==> src/common/sctx_defs.svh <==
// Offsets, codes and page layout constants for the SCT log transfer block
`ifndef SCTX_DEFS_SVH
`define SCTX_DEFS_SVH
// Task-file codes
`define SCTX_CMD_SMART     8'hb0
`define SCTX_CMD_LOG_RD    8'h2f
`define SCTX_CMD_LOG_WR    8'h3f
`define SCTX_FEAT_RD       8'hd5
`define SCTX_FEAT_WR       8'hd6
`define SCTX_SIG_LO        8'h4f
`define SCTX_SIG_HI        8'hc2
`define SCTX_LOG_STATUS    8'he0
`define SCTX_LOG_DATA      8'he1
`define SCTX_CNT_ONE       8'h01
`define SCTX_CNT_EIGHT     8'h08
// Sector size as a shift
`define SCTX_SECT_SHIFT    9
// Extended status codes
`define SCTX_EXT_OK        16'h0000
`define SCTX_EXT_NO_CMD    16'h000b
`define SCTX_EXT_BG        16'hffff
// Status page bytes
`define SCTX_PG_FMT_VER    16'h0003
`define SCTX_PG_SPEC       16'h0001
`define SCTX_PG_DRV_IDLE   8'h00
`define SCTX_PG_DRV_SCT    8'h05
`define SCTX_PG_TEMP_INV   8'h80
// Host register map, byte addresses
`define SCTX_REG_CTRL      5'h00
`define SCTX_REG_STAT      5'h04
`define SCTX_REG_DATA      5'h08
`define SCTX_REG_IRQ_STS   5'h0c
`define SCTX_REG_IRQ_EN    5'h10
`define SCTX_REG_IRQ_CLR   5'h14
// Control fields
`define SCTX_CTRL_GO       0
`define SCTX_CTRL_OP_LSB   1
`define SCTX_CTRL_LOG      3
`define SCTX_CTRL_CNT_LSB  4
// Operation codes
`define SCTX_OP_STATUS     2'h0
`define SCTX_OP_SCTCMD     2'h1
`define SCTX_OP_XRD        2'h2
`define SCTX_OP_XWR        2'h3
// Interrupt bits
`define SCTX_IRQ_DONE      0
`define SCTX_IRQ_ERR       1
`endif

==> src/common/sctx_pkg.sv <==
// Types shared by both ends of the SCT log transfer link
package sctx_pkg;
  typedef struct packed {
    logic [7:0] feature;
    logic [7:0] count_cur;
    logic [7:0] count_prev;
    logic [7:0] lba_low;
    logic [7:0] lba_mid_cur;
    logic [7:0] lba_mid_prev;
    logic [7:0] lba_high;
    logic [7:0] command;
  } sctx_tf_t;

  typedef enum logic [2:0] {
    SCTX_K_BAD,
    SCTX_K_STATUS,
    SCTX_K_SCTCMD,
    SCTX_K_XRD,
    SCTX_K_XWR
  } sctx_kind_t;
endpackage : sctx_pkg

==> src/common/sctx_if.sv <==
// Task-file link between host controller and drive
`timescale 1ns/1ps
interface sctx_if;
  import sctx_pkg::*;
  logic           cmd_valid;
  logic           cmd_ready;
  sctx_tf_t       tf;
  logic           h2d_valid;
  logic           h2d_ready;
  logic [7:0]     h2d_data;
  logic           d2h_valid;
  logic           d2h_ready;
  logic [7:0]     d2h_data;
  logic           sts_valid;
  logic           sts_err;

  modport dev (
    input  cmd_valid, tf, h2d_valid, h2d_data, d2h_ready,
    output cmd_ready, h2d_ready, d2h_valid, d2h_data, sts_valid, sts_err
  );
  modport host (
    output cmd_valid, tf, h2d_valid, h2d_data, d2h_ready,
    input  cmd_ready, h2d_ready, d2h_valid, d2h_data, sts_valid, sts_err
  );
endinterface : sctx_if

==> src/design/sctx_decode.sv <==
// Classifies a task-file image into an SCT request kind
`timescale 1ns/1ps
`include "sctx_defs.svh"
module sctx_decode (
  input  sctx_pkg::sctx_tf_t   tf_i,
  output sctx_pkg::sctx_kind_t kind_o,
  output logic [7:0]           sectors_o
);
  import sctx_pkg::*;
  logic smart;
  logic log_ok;
  logic log_rd;
  logic log_wr;
  logic f_rd;
  logic f_wr;
  logic one;

  always_comb
  begin
    smart  = tf_i.command == `SCTX_CMD_SMART && tf_i.lba_mid_cur == `SCTX_SIG_LO &&
             tf_i.lba_high == `SCTX_SIG_HI;
    log_ok = tf_i.lba_mid_cur == 8'h00 && tf_i.lba_mid_prev == 8'h00 &&
             tf_i.count_prev == 8'h00;
    log_rd = tf_i.command == `SCTX_CMD_LOG_RD && log_ok;
    log_wr = tf_i.command == `SCTX_CMD_LOG_WR && log_ok;
    f_rd   = smart && tf_i.feature == `SCTX_FEAT_RD;
    f_wr   = smart && tf_i.feature == `SCTX_FEAT_WR;
    one    = tf_i.count_cur == `SCTX_CNT_ONE;
    sectors_o = tf_i.count_cur;
    kind_o = SCTX_K_BAD;
    if (tf_i.lba_low == `SCTX_LOG_STATUS && one)
    begin
      if (f_rd || log_rd)
        kind_o = SCTX_K_STATUS;
      else if (f_wr || log_wr)
        kind_o = SCTX_K_SCTCMD;
    end
    else if (tf_i.lba_low == `SCTX_LOG_DATA)
    begin
      if ((f_rd && tf_i.count_cur != 8'h00) ||
          (log_rd && (one || tf_i.count_cur == `SCTX_CNT_EIGHT)))
        kind_o = SCTX_K_XRD;
      else if ((f_wr && tf_i.count_cur != 8'h00) ||
               (log_wr && (one || tf_i.count_cur == `SCTX_CNT_EIGHT)))
        kind_o = SCTX_K_XWR;
    end
  end
endmodule : sctx_decode

==> src/design/sctx_dev.sv <==
// Drive end: serves SCT status page, SCT command key and data transfers
//
// Operation
// - SMART transfer: feature D5h/D6h, command B0h
// - SMART transfer: E1h, signature 4Fh/C2h, count
// - Log transfer: 2Fh/3Fh, E1h, count 01h/08h
// - SMART status: D5h, count 01h, E0h
// - Log status: 2Fh, E0h, count 01h
// - Task status means accepted or error only
// - Reading page E0h returns current status
// - Status request accepted anytime, even busy
// - Status request keeps power and background
// - Host polls status for long commands
// - Transfer without prior command aborts, 000Bh
// - Background execution reports extended status FFFFh
//
// Our own choices: the Avalon-MM register port and the register addresses.
`timescale 1ns/1ps
`include "sctx_defs.svh"
module sctx_dev (
  input  wire logic        clk_sys_i,
  input  wire logic        reset_i,
  sctx_if.dev              link,
  input  wire logic        bg_active_i,
  input  wire logic        bg_done_i,
  input  wire logic [15:0] bg_status_i,
  output logic             sct_cmd_o,
  output logic [15:0]      sct_action_o,
  output logic [15:0]      sct_function_o,
  output logic             usr_wr_valid_o,
  output logic [7:0]       usr_wr_data_o,
  output logic             usr_rd_take_o,
  input  wire logic [7:0]  usr_rd_data_i
);
  import sctx_pkg::*;

  typedef enum logic [2:0] {
    S_IDLE,
    S_TX,
    S_RX,
    S_REPLY
  } sctx_dst_t;

  typedef struct packed {
    sctx_dst_t   st;
    sctx_kind_t  kind;
    logic [16:0] total;
    logic [16:0] idx;
    logic        err;
    logic        issued;
    logic [15:0] ext;
    logic [15:0] act;
    logic [15:0] fn;
    logic        tv;
    logic [7:0]  tdata;
    logic        wv;
    logic [7:0]  wdata;
    logic        take;
    logic        cmd_p;
  } sctx_dstate_t;

  sctx_dstate_t q;
  sctx_dstate_t d;
  sctx_kind_t   kind;
  logic [7:0]   sectors;
  logic [15:0]  ext_rep;
  logic [7:0]   drv;

  //////////////////////////////////////////////////////////////////////////////
  // Status page content
  function automatic logic [7:0] page_byte(input logic [8:0]  a,
                                           input logic [7:0]  ds,
                                           input logic [15:0] es,
                                           input logic [15:0] ac,
                                           input logic [15:0] fc);
    logic [7:0] b;
    b = 8'h00;
    unique case (a)
      9'd0:    b = 8'(`SCTX_PG_FMT_VER & 16'h00ff);
      9'd4:    b = 8'(`SCTX_PG_SPEC & 16'h00ff);
      9'd10:   b = ds;
      9'd14:   b = es[7:0];
      9'd15:   b = es[15:8];
      9'd16:   b = ac[7:0];
      9'd17:   b = ac[15:8];
      9'd18:   b = fc[7:0];
      9'd19:   b = fc[15:8];
      9'd200,
      9'd201,
      9'd202:  b = `SCTX_PG_TEMP_INV;
      default: b = 8'h00;
    endcase
    return b;
  endfunction : page_byte

  sctx_decode sctx_decode_inst (
    .tf_i      (link.tf),
    .kind_o    (kind),
    .sectors_o (sectors)
  );

  //////////////////////////////////////////////////////////////////////////////
  // Link handshakes
  assign link.cmd_ready = q.st == S_IDLE;
  assign link.h2d_ready = q.st == S_RX;
  assign link.d2h_valid = q.tv;
  assign link.d2h_data  = q.tdata;
  assign link.sts_valid = q.st == S_REPLY;
  assign link.sts_err   = q.err;

  assign ext_rep = bg_active_i ? `SCTX_EXT_BG : q.ext;
  assign drv     = bg_active_i ? `SCTX_PG_DRV_SCT : `SCTX_PG_DRV_IDLE;

  //////////////////////////////////////////////////////////////////////////////
  // Next state
  always_comb
  begin
    d       = q;
    d.wv    = 1'b0;
    d.take  = 1'b0;
    d.cmd_p = 1'b0;
    if (bg_done_i)
      d.ext = bg_status_i;
    unique case (q.st)
      S_IDLE:
      begin
        if (link.cmd_valid)
        begin
          d.kind  = kind;
          d.idx   = '0;
          d.err   = 1'b0;
          d.total = 17'(sectors) << `SCTX_SECT_SHIFT;
          unique case (kind)
            SCTX_K_BAD:
            begin
              d.err = 1'b1;
              d.st  = S_REPLY;
            end
            SCTX_K_STATUS:
              d.st = S_TX;
            SCTX_K_SCTCMD:
              d.st = S_RX;
            SCTX_K_XRD,
            SCTX_K_XWR:
            begin
              if (!q.issued)
              begin
                d.err = 1'b1;
                d.ext = `SCTX_EXT_NO_CMD;
                d.st  = S_REPLY;
              end
              else
                d.st = (kind == SCTX_K_XRD) ? S_TX : S_RX;
            end
            default:
            begin
              d.err = 1'b1;
              d.st  = S_REPLY;
            end
          endcase
        end
      end
      S_TX:
      begin
        if (!q.tv || link.d2h_ready)
        begin
          if (q.idx == q.total)
          begin
            d.tv = 1'b0;
            d.st = S_REPLY;
            if (q.kind == SCTX_K_XRD)
              d.issued = 1'b0;
          end
          else
          begin
            d.tv  = 1'b1;
            d.idx = q.idx + 17'd1;
            if (q.kind == SCTX_K_STATUS)
              d.tdata = page_byte(q.idx[8:0], drv, ext_rep, q.act, q.fn);
            else
            begin
              d.tdata = usr_rd_data_i;
              d.take  = 1'b1;
            end
          end
        end
      end
      S_RX:
      begin
        if (link.h2d_valid)
        begin
          d.idx = q.idx + 17'd1;
          if (q.kind == SCTX_K_SCTCMD)
          begin
            unique case (q.idx)
              17'd0:   d.act[7:0]  = link.h2d_data;
              17'd1:   d.act[15:8] = link.h2d_data;
              17'd2:   d.fn[7:0]   = link.h2d_data;
              17'd3:   d.fn[15:8]  = link.h2d_data;
              default: d.act       = q.act;
            endcase
          end
          else
          begin
            d.wv    = 1'b1;
            d.wdata = link.h2d_data;
          end
          if (q.idx == q.total - 17'd1)
          begin
            d.st = S_REPLY;
            if (q.kind == SCTX_K_SCTCMD)
            begin
              d.issued = 1'b1;
              d.cmd_p  = 1'b1;
              if (!bg_done_i)
                d.ext = `SCTX_EXT_OK;
            end
            else
              d.issued = 1'b0;
          end
        end
      end
      S_REPLY:
        d.st = S_IDLE;
    endcase
  end

  always_ff @(posedge clk_sys_i)
  begin
    if (reset_i)
    begin
      q      <= '0;
      q.st   <= S_IDLE;
      q.kind <= SCTX_K_BAD;
    end
    else
      q <= d;
  end

  //////////////////////////////////////////////////////////////////////////////
  // User side
  assign sct_cmd_o      = q.cmd_p;
  assign sct_action_o   = q.act;
  assign sct_function_o = q.fn;
  assign usr_wr_valid_o = q.wv;
  assign usr_wr_data_o  = q.wdata;
  assign usr_rd_take_o  = q.take;
endmodule : sctx_dev

==> src/flat_wrapper.sv <==
// flat-port wrapper written by rule: the top's interface ports become plain ports
module sctx_dev_flat import sctx_pkg::*;
  (clk_sys_i, reset_i, bg_active_i, bg_done_i, bg_status_i, sct_cmd_o, sct_action_o, sct_function_o, usr_wr_valid_o, usr_wr_data_o, usr_rd_take_o, usr_rd_data_i, link_cmd_valid, link_tf, link_h2d_valid, link_h2d_data, link_d2h_ready, link_cmd_ready, link_h2d_ready, link_d2h_valid, link_d2h_data, link_sts_valid, link_sts_err);
  sctx_if link_i ();
  input  wire logic clk_sys_i;
  input  wire logic reset_i;
  input  wire logic bg_active_i;
  input  wire logic bg_done_i;
  input  wire logic [15:0] bg_status_i;
  output logic sct_cmd_o;
  output logic [15:0] sct_action_o;
  output logic [15:0] sct_function_o;
  output logic usr_wr_valid_o;
  output logic [7:0] usr_wr_data_o;
  output logic usr_rd_take_o;
  input  wire logic [7:0] usr_rd_data_i;
  input wire logic [$bits(link_i.cmd_valid)-1:0] link_cmd_valid;
  input wire logic [$bits(link_i.tf)-1:0] link_tf;
  input wire logic [$bits(link_i.h2d_valid)-1:0] link_h2d_valid;
  input wire logic [$bits(link_i.h2d_data)-1:0] link_h2d_data;
  input wire logic [$bits(link_i.d2h_ready)-1:0] link_d2h_ready;
  output wire logic [$bits(link_i.cmd_ready)-1:0] link_cmd_ready;
  output wire logic [$bits(link_i.h2d_ready)-1:0] link_h2d_ready;
  output wire logic [$bits(link_i.d2h_valid)-1:0] link_d2h_valid;
  output wire logic [$bits(link_i.d2h_data)-1:0] link_d2h_data;
  output wire logic [$bits(link_i.sts_valid)-1:0] link_sts_valid;
  output wire logic [$bits(link_i.sts_err)-1:0] link_sts_err;
  assign link_i.cmd_valid = link_cmd_valid;
  assign link_i.tf = link_tf;
  assign link_i.h2d_valid = link_h2d_valid;
  assign link_i.h2d_data = link_h2d_data;
  assign link_i.d2h_ready = link_d2h_ready;
  assign link_cmd_ready = link_i.cmd_ready;
  assign link_h2d_ready = link_i.h2d_ready;
  assign link_d2h_valid = link_i.d2h_valid;
  assign link_d2h_data = link_i.d2h_data;
  assign link_sts_valid = link_i.sts_valid;
  assign link_sts_err = link_i.sts_err;
  sctx_dev u_core (.clk_sys_i(clk_sys_i), .reset_i(reset_i), .link(link_i), .bg_active_i(bg_active_i), .bg_done_i(bg_done_i), .bg_status_i(bg_status_i), .sct_cmd_o(sct_cmd_o), .sct_action_o(sct_action_o), .sct_function_o(sct_function_o), .usr_wr_valid_o(usr_wr_valid_o), .usr_wr_data_o(usr_wr_data_o), .usr_rd_take_o(usr_rd_take_o), .usr_rd_data_i(usr_rd_data_i));
endmodule
==> config.mk <==
export PLATFORM = sky130hd
export DESIGN_NAME = sctx_dev_flat
export DESIGN_NICKNAME = d
export VERILOG_FILES = /design/src/common/sctx_pkg.sv /design/src/common/sctx_if.sv /design/src/design/sctx_decode.sv /design/src/design/sctx_dev.sv /design/src/flat_wrapper.sv
export VERILOG_INCLUDE_DIRS = /design/src /design/src/common
export SDC_FILE = /design/constraint.sdc
export NUM_CORES = 1
export LEC_CHECK = 0
export ABC_CLOCK_PERIOD_IN_PS = 5450
export BUFFER_PORTS_ARGS = -buffer_cell sky130_fd_sc_hd__buf_4
export CAP_MARGIN = 0
export CORE_MARGIN = 8
export CORE_UTILIZATION = 57
export DETAILED_ROUTE_END_ITERATION = 6
export GPL_TIMING_DRIVEN = 0
export PLACE_DENSITY = 0.95
export SYNTH_ARGS = -nofsm -noshare
export SYNTH_HDL_FRONTEND = slang
export SYNTH_SLANG_ARGS = --single-unit
==> constraint.sdc <==
create_clock -name clk_sys_i -period 5.45 [get_ports clk_sys_i]
set_input_delay 0.545 -clock clk_sys_i [delete_from_list [all_inputs] [get_ports clk_sys_i]]
set_output_delay 0.545 -clock clk_sys_i [all_outputs]
set_load 0.02 [all_outputs]
# == Word level (Yosys, flattened, before mapping) ==
# Cells that the tools add are included.
# op_classes
n_addsub,2
n_mul,0
div_mod_pow,0
n_lt_le_gt_ge,0
n_eq_ne,44
n_shift,0
n_mux,47
bitwise,7
n_reduce_logical,46
# ops
operator,count
two-way mux 16 bit,7
one-hot mux 8 bit (10 select lines),1
two-way mux 17 bit,4
one-hot mux 17 bit (3 select lines),1
two-way mux 49 bit,1
"equality test 8 bit, second input constant",6
two-way mux 41 bit,1
two-way mux 8 bit,5
"equality test 9 x 5 -> 1 bit, second input constant",4
equality test 17 bit,2
"equality test 17 x 2 -> 1 bit, second input constant",2
two-way mux 32 bit,1
one-hot mux 16 bit (2 select lines),1
two-way mux 3 bit,10
"equality test 9 x 4 -> 1 bit, second input constant",3
"equality test 9 x 8 -> 1 bit, second input constant",3
zero test 8 bit,3
"equality test 3 x 2 -> 1 bit, second input constant",6
"adder 17 x 1 -> 17 bit, second input constant",1
"equality test 17 x 1 -> 1 bit, second input constant",1
zero test 17 bit,1
"subtractor 17 x 1 -> 17 bit, second input constant",1
"equality test 8 x 6 -> 1 bit, second input constant",2
AND reduction 4 bit,4
other kinds (30),75
# word_totals
register_bits,101
latch_bits,0
mem_bits_rw,0
rom_bits,0
input_bits,103
output_inout_bits,56
wordCells,163
mem_count,0

# == Depth between registers and ports, before layout ==
# Gate-level depths: netlist of the first run.
# depth
ltp_word,16
ltp_mapped,11
mapped_depth_nobuf,9

# == By module ==
# From an unflattened synthesis of the first run, not the netlist that was laid out.
# hier_totals
cells_unflattened,679
hier_area_um2,5751.8
# by_module_without_submodules
mod,instances,cells_each,area_per_inst_um2,seq_area_each_um2
sctx_dev,1,624,5362.6,2001.9
sctx_decode,1,55,389.1,0.0

# == Worst setup path before layout of the first run ==
# No wires, ideal clock.
# synth_path
path_type,input -> register
startpoint,in link_tf[55]
endpoint,reg u_core.q[58] (netlist bit)
setup_time_ps,143
t_arrival_ps,2537
required_ps,5307
slack_ps,2770
stages,8
path_buffers,1
path_cell_list,or4_4 -> or3_1 -> or4b_4 -> nand2_4 -> o211ai_4 -> a21oi_4 -> buf_6 -> a211oi_2
# synth_via
elab_chain_cells,13
word_cells_on_any_way,21
cone_classes,eq/ne (4); mux (7); reduce/logical (10)
# synth_lines
element,line,rtl
start: declaration,flat_wrapper.sv:18,input wire logic [$bits(link_i.tf)-1:0] link_tf;
equality test 8 x 1 -> 1 bit (no source line) / equality test 8 x 4 -> 1 bit (equally long branches),n/a,
logical OR 1 bit (no source line),n/a,
logical AND 1 bit,sctx_decode.sv:44,(log_wr && (one || tf_i.count_cur == `SCTX_CNT_EIGHT)))
logical OR 1 bit,sctx_decode.sv:43,else if ((f_wr && tf_i.count_cur != 8'h00) ||
two-way mux 3 bit,sctx_decode.sv:43,
two-way mux 3 bit,sctx_decode.sv:40,if ((f_rd && tf_i.count_cur != 8'h00) ||
two-way mux 3 bit,sctx_decode.sv:38,else if (tf_i.lba_low == `SCTX_LOG_DATA)
two-way mux 3 bit (*),sctx_decode.sv:31,if (tf_i.lba_low == `SCTX_LOG_STATUS && one)
equality test 3 bit / equality test 3 x 2 -> 1 bit (equally long branches),sctx_dev.sv:133,unique case (kind)
OR reduction 2 bit (*),sctx_dev.sv:133,
two-way mux 16 bit (*),sctx_dev.sv:133,
two-way mux 16 bit (*),sctx_dev.sv:127,if (link.cmd_valid)
one-hot mux 16 bit (2 select lines) (*),sctx_dev.sv:124,unique case (q.st)
end: declaration,sctx_dev.sv:62,sctx_dstate_t q;
# Every way passes the cells marked *; elsewhere a longest branch is shown, timed or not.
# A chain may end at the register's enable or synchronous reset.

# == Worst setup path in the final report of the first run ==
# layout_path
startpoint,reg u_core.q[107] (netlist bit)
endpoint,reg u_core.q[71] (netlist bit)
# layout_via
elab_chain_cells,3
word_cells_on_any_way,10
cone_classes,eq/ne (6); mux (1); reduce/logical (3)
# layout_lines
element,line
"equality test 3 x 1 -> 1 bit, or another cell as far along",sctx_dev.sv:124
"!= test 2 bit (no source line), or another cell as far along",n/a
AND reduction 5 bit (no source line),n/a
# Several ways; a longest one is shown, not always the timed one.

==> flow_summary.json, run 1 <==
{
  "synthTopCellsByArea": "dfxtp_1 (34%), mux2i_1 (7.7%), buf_4 (6.1%), nor2_1 (5.6%), a21oi_1 (4.3%)",
  "holdCritPathClass": "in -> reg",
  "r2r-end": "u_core.q[71]",
  "critPathMaxFanout": 10,
  "cp-end-kind": "flip-flop",
  "drv_slew": 0,
  "ios": 159,
  "worst-path-stages": 10,
  "grt_pass1_vias": 5995,
  "synth_top_area_share_pct": 34.07,
  "period_share_pct": 58.26,
  "status": "finished clean",
  "final_util_pct": 73.07,
  "crit_slowest_cell": "dfxtp_1",
  "synthArstFlopShare_pct": 0,
  "critPathTopFamily": "buffers and inverters",
  "grtUsageTotal_pct": 25.04,
  "critPathKind": "reg -> reg",
  "synth_fp_nets": 819,
  "grt_pass1_wl_mm": 29.24,
  "cap_violations": 0,
  "cts-root-buf": "clkbuf_8",
  "cp_cell_sequence": "inv_1 -> ha_1 -> clkbuf_1 -> inv_1 -> o221ai_1 -> nor2_1 -> o21ai_2 -> o21bai_1 -> clkbuf_1 -> nor2_1",
  "clock_sinks": 100,
  "clock_path_buffers": 2,
  "path_buf_inv": 4,
  "seq_area_frac_synth_pct": 34.07,
  "final.setup_skew_ns": 0.01952,
  "layout_commonest_cell": "buf_4",
  "max_slew.worst_pin.slew_ns": 1.104,
  "die_area_sq_um": 13810,
  "arrival_ns": 3.42,
  "cts_tree": "yes",
  "antenna_left": 0,
  "ys.flop_type": "dfxtp_1",
  "diodes": 0,
  "setup_tns_ns": 0,
  "area_growth_pct": 26.66,
  "post-dp-hpwl_mm": 14.05,
  "wire_per_inst_microns": 17.88,
  "wirelength_mm": 18.16,
  "max_freq_ghz": 0.3150,
  "synth.avg_cell_area_sq_um": 8.322,
  "relSlewSlack_pct": 26.14,
  "drc": 0,
  "drt_pass1_iterations": 7,
  "period_minus_slack_ns": 3.175,
  "ir_drop_uv": 178.4,
  "ys_ff_latch": 100,
  "grt_start_max_net_pins": 22,
  "std_cell_rows": 37,
  "initial_core_util_pct": 57.69,
  "required_ns": 5.70,
  "overflow": 0,
  "critPathLaunch": "u_core.q[107]",
  "syn_area_sq_um": 5876,
  "syn_inst": 706,
  "via_per_inst": 5.929,
  "final_nets": 988,
  "p_per_area_nw_per_um2": 287.9,
  "core_sq_um": 10180,
  "num_vias": 6024,
  "crit_end": "u_core.q[71]",
  "post-cts-setup-buffers": 0,
  "numCtsBuffers": 9,
  "die_h_microns": 117.5,
  "drive_above_1_share_pct": 29.89,
  "hold_viol": 0,
  "leakage_nw": 3.237,
  "holdBufCountCts": 0,
  "r2r-start": "u_core.q[107]",
  "rsz0062_at_grt": "false",
  "cpPeakStageDelay_ns": 0.55,
  "drt_iter0_markers": 628,
  "synth-edff-count": 0,
  "yosys_warnings": 0,
  "ys_types": 72,
  "cts_resized": 0,
  "synth_top_area_cell": "dfxtp_1",
  "fp.dieW_microns": 117.5,
  "gp_congestion": 0.9191,
  "antenna_found_initial": 0,
  "io_buffers": 158,
  "nFillCells": 751,
  "htreeDepth": 3,
  "clk_latency_ns": 0.39,
  "reg2reg_depth": 10,
  "ff2ff_setup_slack_ns": 2.27,
  "layout_common_cells": "buf_4 (206), dfxtp_1 (100), nor2_1 (88)",
  "clkTransAtPathRegs_ns": 0.11,
  "setup_viol": 0,
  "start_kind": "flip-flop"
}
[Yosys cell counts (4+ instances only)]
cell type  count
or3_1          8
nand4b_1       5
a21oi_1       50
a311oi_1       4
nor4b_1        4
nand4_1       10
clkbuf_1      24
a222oi_1       7
dfxtp_1      100
nor3_1        19
buf_2          7
or3b_2         4
ha_1          10
o21ai_0       25
a211oi_1       4
inv_1         12
mux2i_1       45
o21a_1         4
nor4_1        15
nor2_1        88
nand3_1       21
xnor2_1       12
a211oi_2      11
nand2_1       58
a22oi_1        6
xor2_1        16
buf_4         48
and2_1        19
[area by class of cell]
| type | instances | area, sq um | area share, % |
|---|---|---|---|
| plain buffers | 82 | 504.2 | 6.775 |
| clock buffers | 9 | 123.9 | 1.664 |
| clock inverters | 7 | 86.33 | 1.160 |
| inverters | 12 | 45.04 | 0.6052 |
| multi-input cells | 512 | 3324 | 44.67 |
| flip-flops and latches | 100 | 2002 | 26.90 |
| well taps | 136 | 170.2 | 2.286 |
| repair buffers | 158 | 1186 | 15.94 |
[kinds of logic (layout without fill, tap and decap cells)]
logic type,Yosys count,in the layout,share of synthesized area [%]
DFF,100,100,34.07
muxes,45,45,7.666
and+or+nand+nor,286,286,25.21
AOI/OAI and AO/OA,143,143,17.40
xor gates and xnor gates,28,28,4.174
buffers and inverters,94,268,9.348
adders and majority gates,10,10,2.129
[state kept, by name, summed over array words and instances (netlist names)]
signal / flops
u_core.q: 47
u_core.sct_action_o: 16
u_core.sct_function_o: 16
u_core.link.d2h_data: 8
u_core.usr_wr_data_o: 8
u_core.link.d2h_valid: 1
u_core.link.sts_err: 1
u_core.sct_cmd_o: 1
u_core.usr_rd_take_o: 1
u_core.usr_wr_valid_o: 1
[power breakdown]
part | internal (mW) | switching (mW)
Sequential | 0.797 | 0.0606
Combinational | 0.323 | 0.462
Clock | 0.188 | 0.312
Total | 1.31 | 0.835
[worst register-to-register path, delay by kind of cell (launching register included)]
kind,cells,cell delay (ns)
compound gates,3,0.83
fa+ha+maj,1,0.28
buf+inv,4,1.05
flops,1,0.55
simple gates,2,0.34
[metal layers]
layer | GRT usage, % | up-vias | share of wire (%)
met5 | 0 | - | 0
met4 | 11.45 | 0 | 3.9
met3 | 4.796 | 70 | 8.1
met2 | 42.77 | 355 | 49
met1 | 29.78 | 2775 | 39
li1 | - | 2824 | -
[per-stage QoR]
stage / area, sq um / setup WS, ns / hold slack (ns) / instances / power, mW
CTS: 7442 / 2.333 / 0.4182 / 1016 / 2.125
global placement: 7232 / 2.420 / 0.4749 / 1000 / 1.608
global route: 7442 / 2.029 / 0.4070 / 1016 / 2.242
detailed placement: 7232 / 2.385 / 0.4918 / 1000 / 1.635
finish: 7442 / 2.275 / 0.4237 / 1016 / 2.142
floorplan: 5876 / 2.770 / 0.4483 / 706 / 1.385
[how the worst min path moves through the flow]
stage               cells after the start  slack, ns                 endpoint                    start
global placement                        2       0.47            u_core.q[106]            u_core.q[106]
global route                            3       0.41            u_core.q[100]              link_tf[52]
detailed placement                      2       0.49  u_core.usr_wr_data_o[4]  u_core.usr_wr_data_o[4]
floorplan                               2       0.45            u_core.q[106]            u_core.q[106]
finish                                  3       0.42            u_core.q[100]              link_tf[52]
CTS                                     3       0.42            u_core.q[100]              link_tf[52]
Note: power is estimated with default switching activity, not from simulation.
==> inputs of run 2 (changes only) <==
--- a/config.mk
+++ b/config.mk
@@ -6,14 +6,14 @@
 export SDC_FILE = /design/constraint.sdc
 export NUM_CORES = 1
 export LEC_CHECK = 0
-export ABC_CLOCK_PERIOD_IN_PS = 5450
+export ABC_CLOCK_PERIOD_IN_PS = 2990
 export BUFFER_PORTS_ARGS = -buffer_cell sky130_fd_sc_hd__buf_4
 export CAP_MARGIN = 0
 export CORE_MARGIN = 8
-export CORE_UTILIZATION = 57
+export CORE_UTILIZATION = 53
 export DETAILED_ROUTE_END_ITERATION = 6
 export GPL_TIMING_DRIVEN = 0
-export PLACE_DENSITY = 0.95
+export PLACE_DENSITY = 0.9
 export SYNTH_ARGS = -nofsm -noshare
 export SYNTH_HDL_FRONTEND = slang
 export SYNTH_SLANG_ARGS = --single-unit
==> constraint.sdc (replaced) <==
create_clock -name clk_sys_i -period 2.99 [get_ports clk_sys_i]
set_input_delay 0.299 -clock clk_sys_i [delete_from_list [all_inputs] [get_ports clk_sys_i]]
set_output_delay 0.299 -clock clk_sys_i [all_outputs]
set_load 0.02 [all_outputs]
==> run 2 against run 1 <==
Effect of this change:
- utilization is 4.2 points lower
- critical endpoint is now u_core.link.d2h_data[0]
- global-route usage is 1.5 points lower
- fmax is 13% higher
- register-to-register slack worse by 2.1 ns
- highest routed layer unchanged
- setup slack worse by 2.1 ns
- clock skew is 0.0078 ns lower
- cell count is 0.69% higher
==> flow_summary.json, run 2 (synthesis gave the netlist of run 1 again) <==
{
  "period_minus_slack_ns": 2.812,
  "std_cell_rows": 38,
  "post-dp-hpwl_mm": 13.79,
  "final_nets": 992,
  "critPathKind": "reg -> reg",
  "initial_core_util_pct": 54.20,
  "clock_sinks": 100,
  "cp_cell_sequence": "inv_1 -> ha_1 -> or3b_2 -> nor3_2 -> a211o_1 -> nor4_1 -> nor3_2 -> o21ai_1 -> a21oi_1",
  "max_freq_ghz": 0.3556,
  "die_h_microns": 121.3,
  "ios": 159,
  "crit_top_cell": "nor3_2",
  "postLayoutCellArea_sq_um": 7467,
  "leakage_nw": 3.243,
  "io_buffers": 158,
  "gp_congestion": 0.8972,
  "max_slew.worst_pin.slew_ns": 1.083,
  "required_ns": 3.28,
  "critPathMaxFanout": 8,
  "layout_common_cells": "buf_4 (210), dfxtp_1 (99), nor2_1 (88)",
  "htreeDepth": 3,
  "p_per_area_nw_per_um2": 511.4,
  "placed_cells": 1004,
  "diodes": 0,
  "crit_slowest_cell": "or3b_2",
  "cts-root-buf": "clkbuf_8",
  "fin_cells": 1023,
  "die_area_sq_um": 14710,
  "overflow": 0,
  "nFillCells": 855,
  "fp.dieW_microns": 121.3,
  "fin_hold_ws_ns": 0.1914,
  "drive_above_1_share_pct": 30.58,
  "critPathTopFamily": "simple AND/OR/NAND/NOR gates",
  "cts_tree": "yes",
  "final.setup_skew_ns": 0.01176,
  "drc": 0,
  "wirelength_mm": 17.90,
  "clk_latency_ns": 0.37,
  "area_growth_pct": 27.09,
  "drt_iter0_markers": 520,
  "drv_slew": 0,
  "via_per_inst": 5.860,
  "drt_pass1_iterations": 7,
  "grt_pass1_wl_mm": 28.65,
  "holdCritPathClass": "in -> reg",
  "ir_drop_uv": 319.7,
  "status": "finished clean",
  "cp-end-kind": "flip-flop",
  "regMostFlops": "u_core.q",
  "clkTransAtPathRegs_ns": 0.09,
  "arrival_ns": 3.11,
  "relSlewSlack_pct": 27.56,
  "core_sq_um": 10840,
  "dpl_worst_slack_ns": -0.1077,
  "grtUsageTotal_pct": 23.58,
  "cap_violations": 0,
  "numCtsBuffers": 9,
  "grt_start_max_net_pins": 17,
  "largest_reg_flops": 47,
  "antenna_left": 0,
  "fin_total_pwr_mw": 3.819,
  "setup_viol": 0,
  "period_share_pct": 94.05,
  "path_buf_inv": 1,
  "num_vias": 5995,
  "clock_path_buffers": 2,
  "start_kind": "flip-flop",
  "placed_area_sq_um": 7237,
  "antenna_found_initial": 0,
  "fin_ws_ns": 0.1779,
  "grt_pass1_vias": 5859,
  "layout_commonest_cell": "buf_4",
  "hold_viol": 0,
  "cpPeakStageDelay_ns": 0.53,
  "wire_per_inst_microns": 17.49
}
## run 2: area by class of cell
class / instances / area (sq um) / share of cell area, %
Clock buffer: 10 / 127.6 / 1.709
Sequential cell: 100 / 2003 / 26.83
Multi-Input combinational cell: 512 / 3356 / 44.94
Inverter: 12 / 45.04 / 0.6032
Timing Repair Buffer: 162 / 1216 / 16.29
Tap cell: 140 / 175.2 / 2.346
Clock inverter: 5 / 38.79 / 0.5194
Buffer: 82 / 505.5 / 6.769
## run 2: stage by stage
stage / utilization (%) / TNS [ns]
after global routing: 68.88 / -0.006814
after CTS: 68.39 / 0
after global placement: 66.76 / -0.007093
after detailed placement: 66.76 / -1.089
final: 68.88 / 0
after floorplan: - / 0
## run 2: metal layers
layer / vias up / track usage (%) / wire length (microns)
met5: - / 0 / 0
met1: 2777 / 28.77 / 7006
met4: 0 / 12.26 / 623
li1: 2832 / - / -
met2: 331 / 38.17 / 8589
met3: 55 / 5.165 / 1677
## run 2: worst paths after layout
| kind | startpoint | cells past startpoint | to | slack (ns) |
|---|---|---|---|---|
| min reg2reg | u_core.q[100] | 2 | u_core.q[100] | 0.50 |
| max reg2reg | u_core.q[70] | 9 | u_core.link.d2h_data[0] | 0.18 |
| min | link_tf[49] | 3 | u_core.q[97] | 0.19 |
| max | u_core.q[70] | 9 | u_core.link.d2h_data[0] | 0.18 |
## run 2: repair_timing
item | CTS | global route
setup endpoints to repair | 20 | 31
pin swaps | 0 | 2
resized for setup | 2 | 6
setup buffers | 0 | 4
cloned | 0 | 0
hold buffers | 0 | 0
## run 2: where the power goes
| group | total, mW | switching [mW] | internal (mW) | leakage [nW] |
|---|---|---|---|---|
| clock network | 0.773 | 0.470 | 0.303 | 0.0827 |
| registers | 1.57 | 0.116 | 1.45 | 0.811 |
| logic | 1.48 | 0.859 | 0.617 | 2.35 |
| total | 3.82 | 1.44 | 2.37 | 3.24 |
## run 2: worst reg2reg max path, delay by kind of cell (launching register included)
| family | cells | cell delay, ns |
|---|---|---|
| and+or+nand+nor | 4 | 1.52 |
| AOI/OAI and AO/OA | 3 | 0.53 |
| DFF | 1 | 0.38 |
| adders and majority gates | 1 | 0.23 |
| buffers and inverters | 1 | 0.10 |
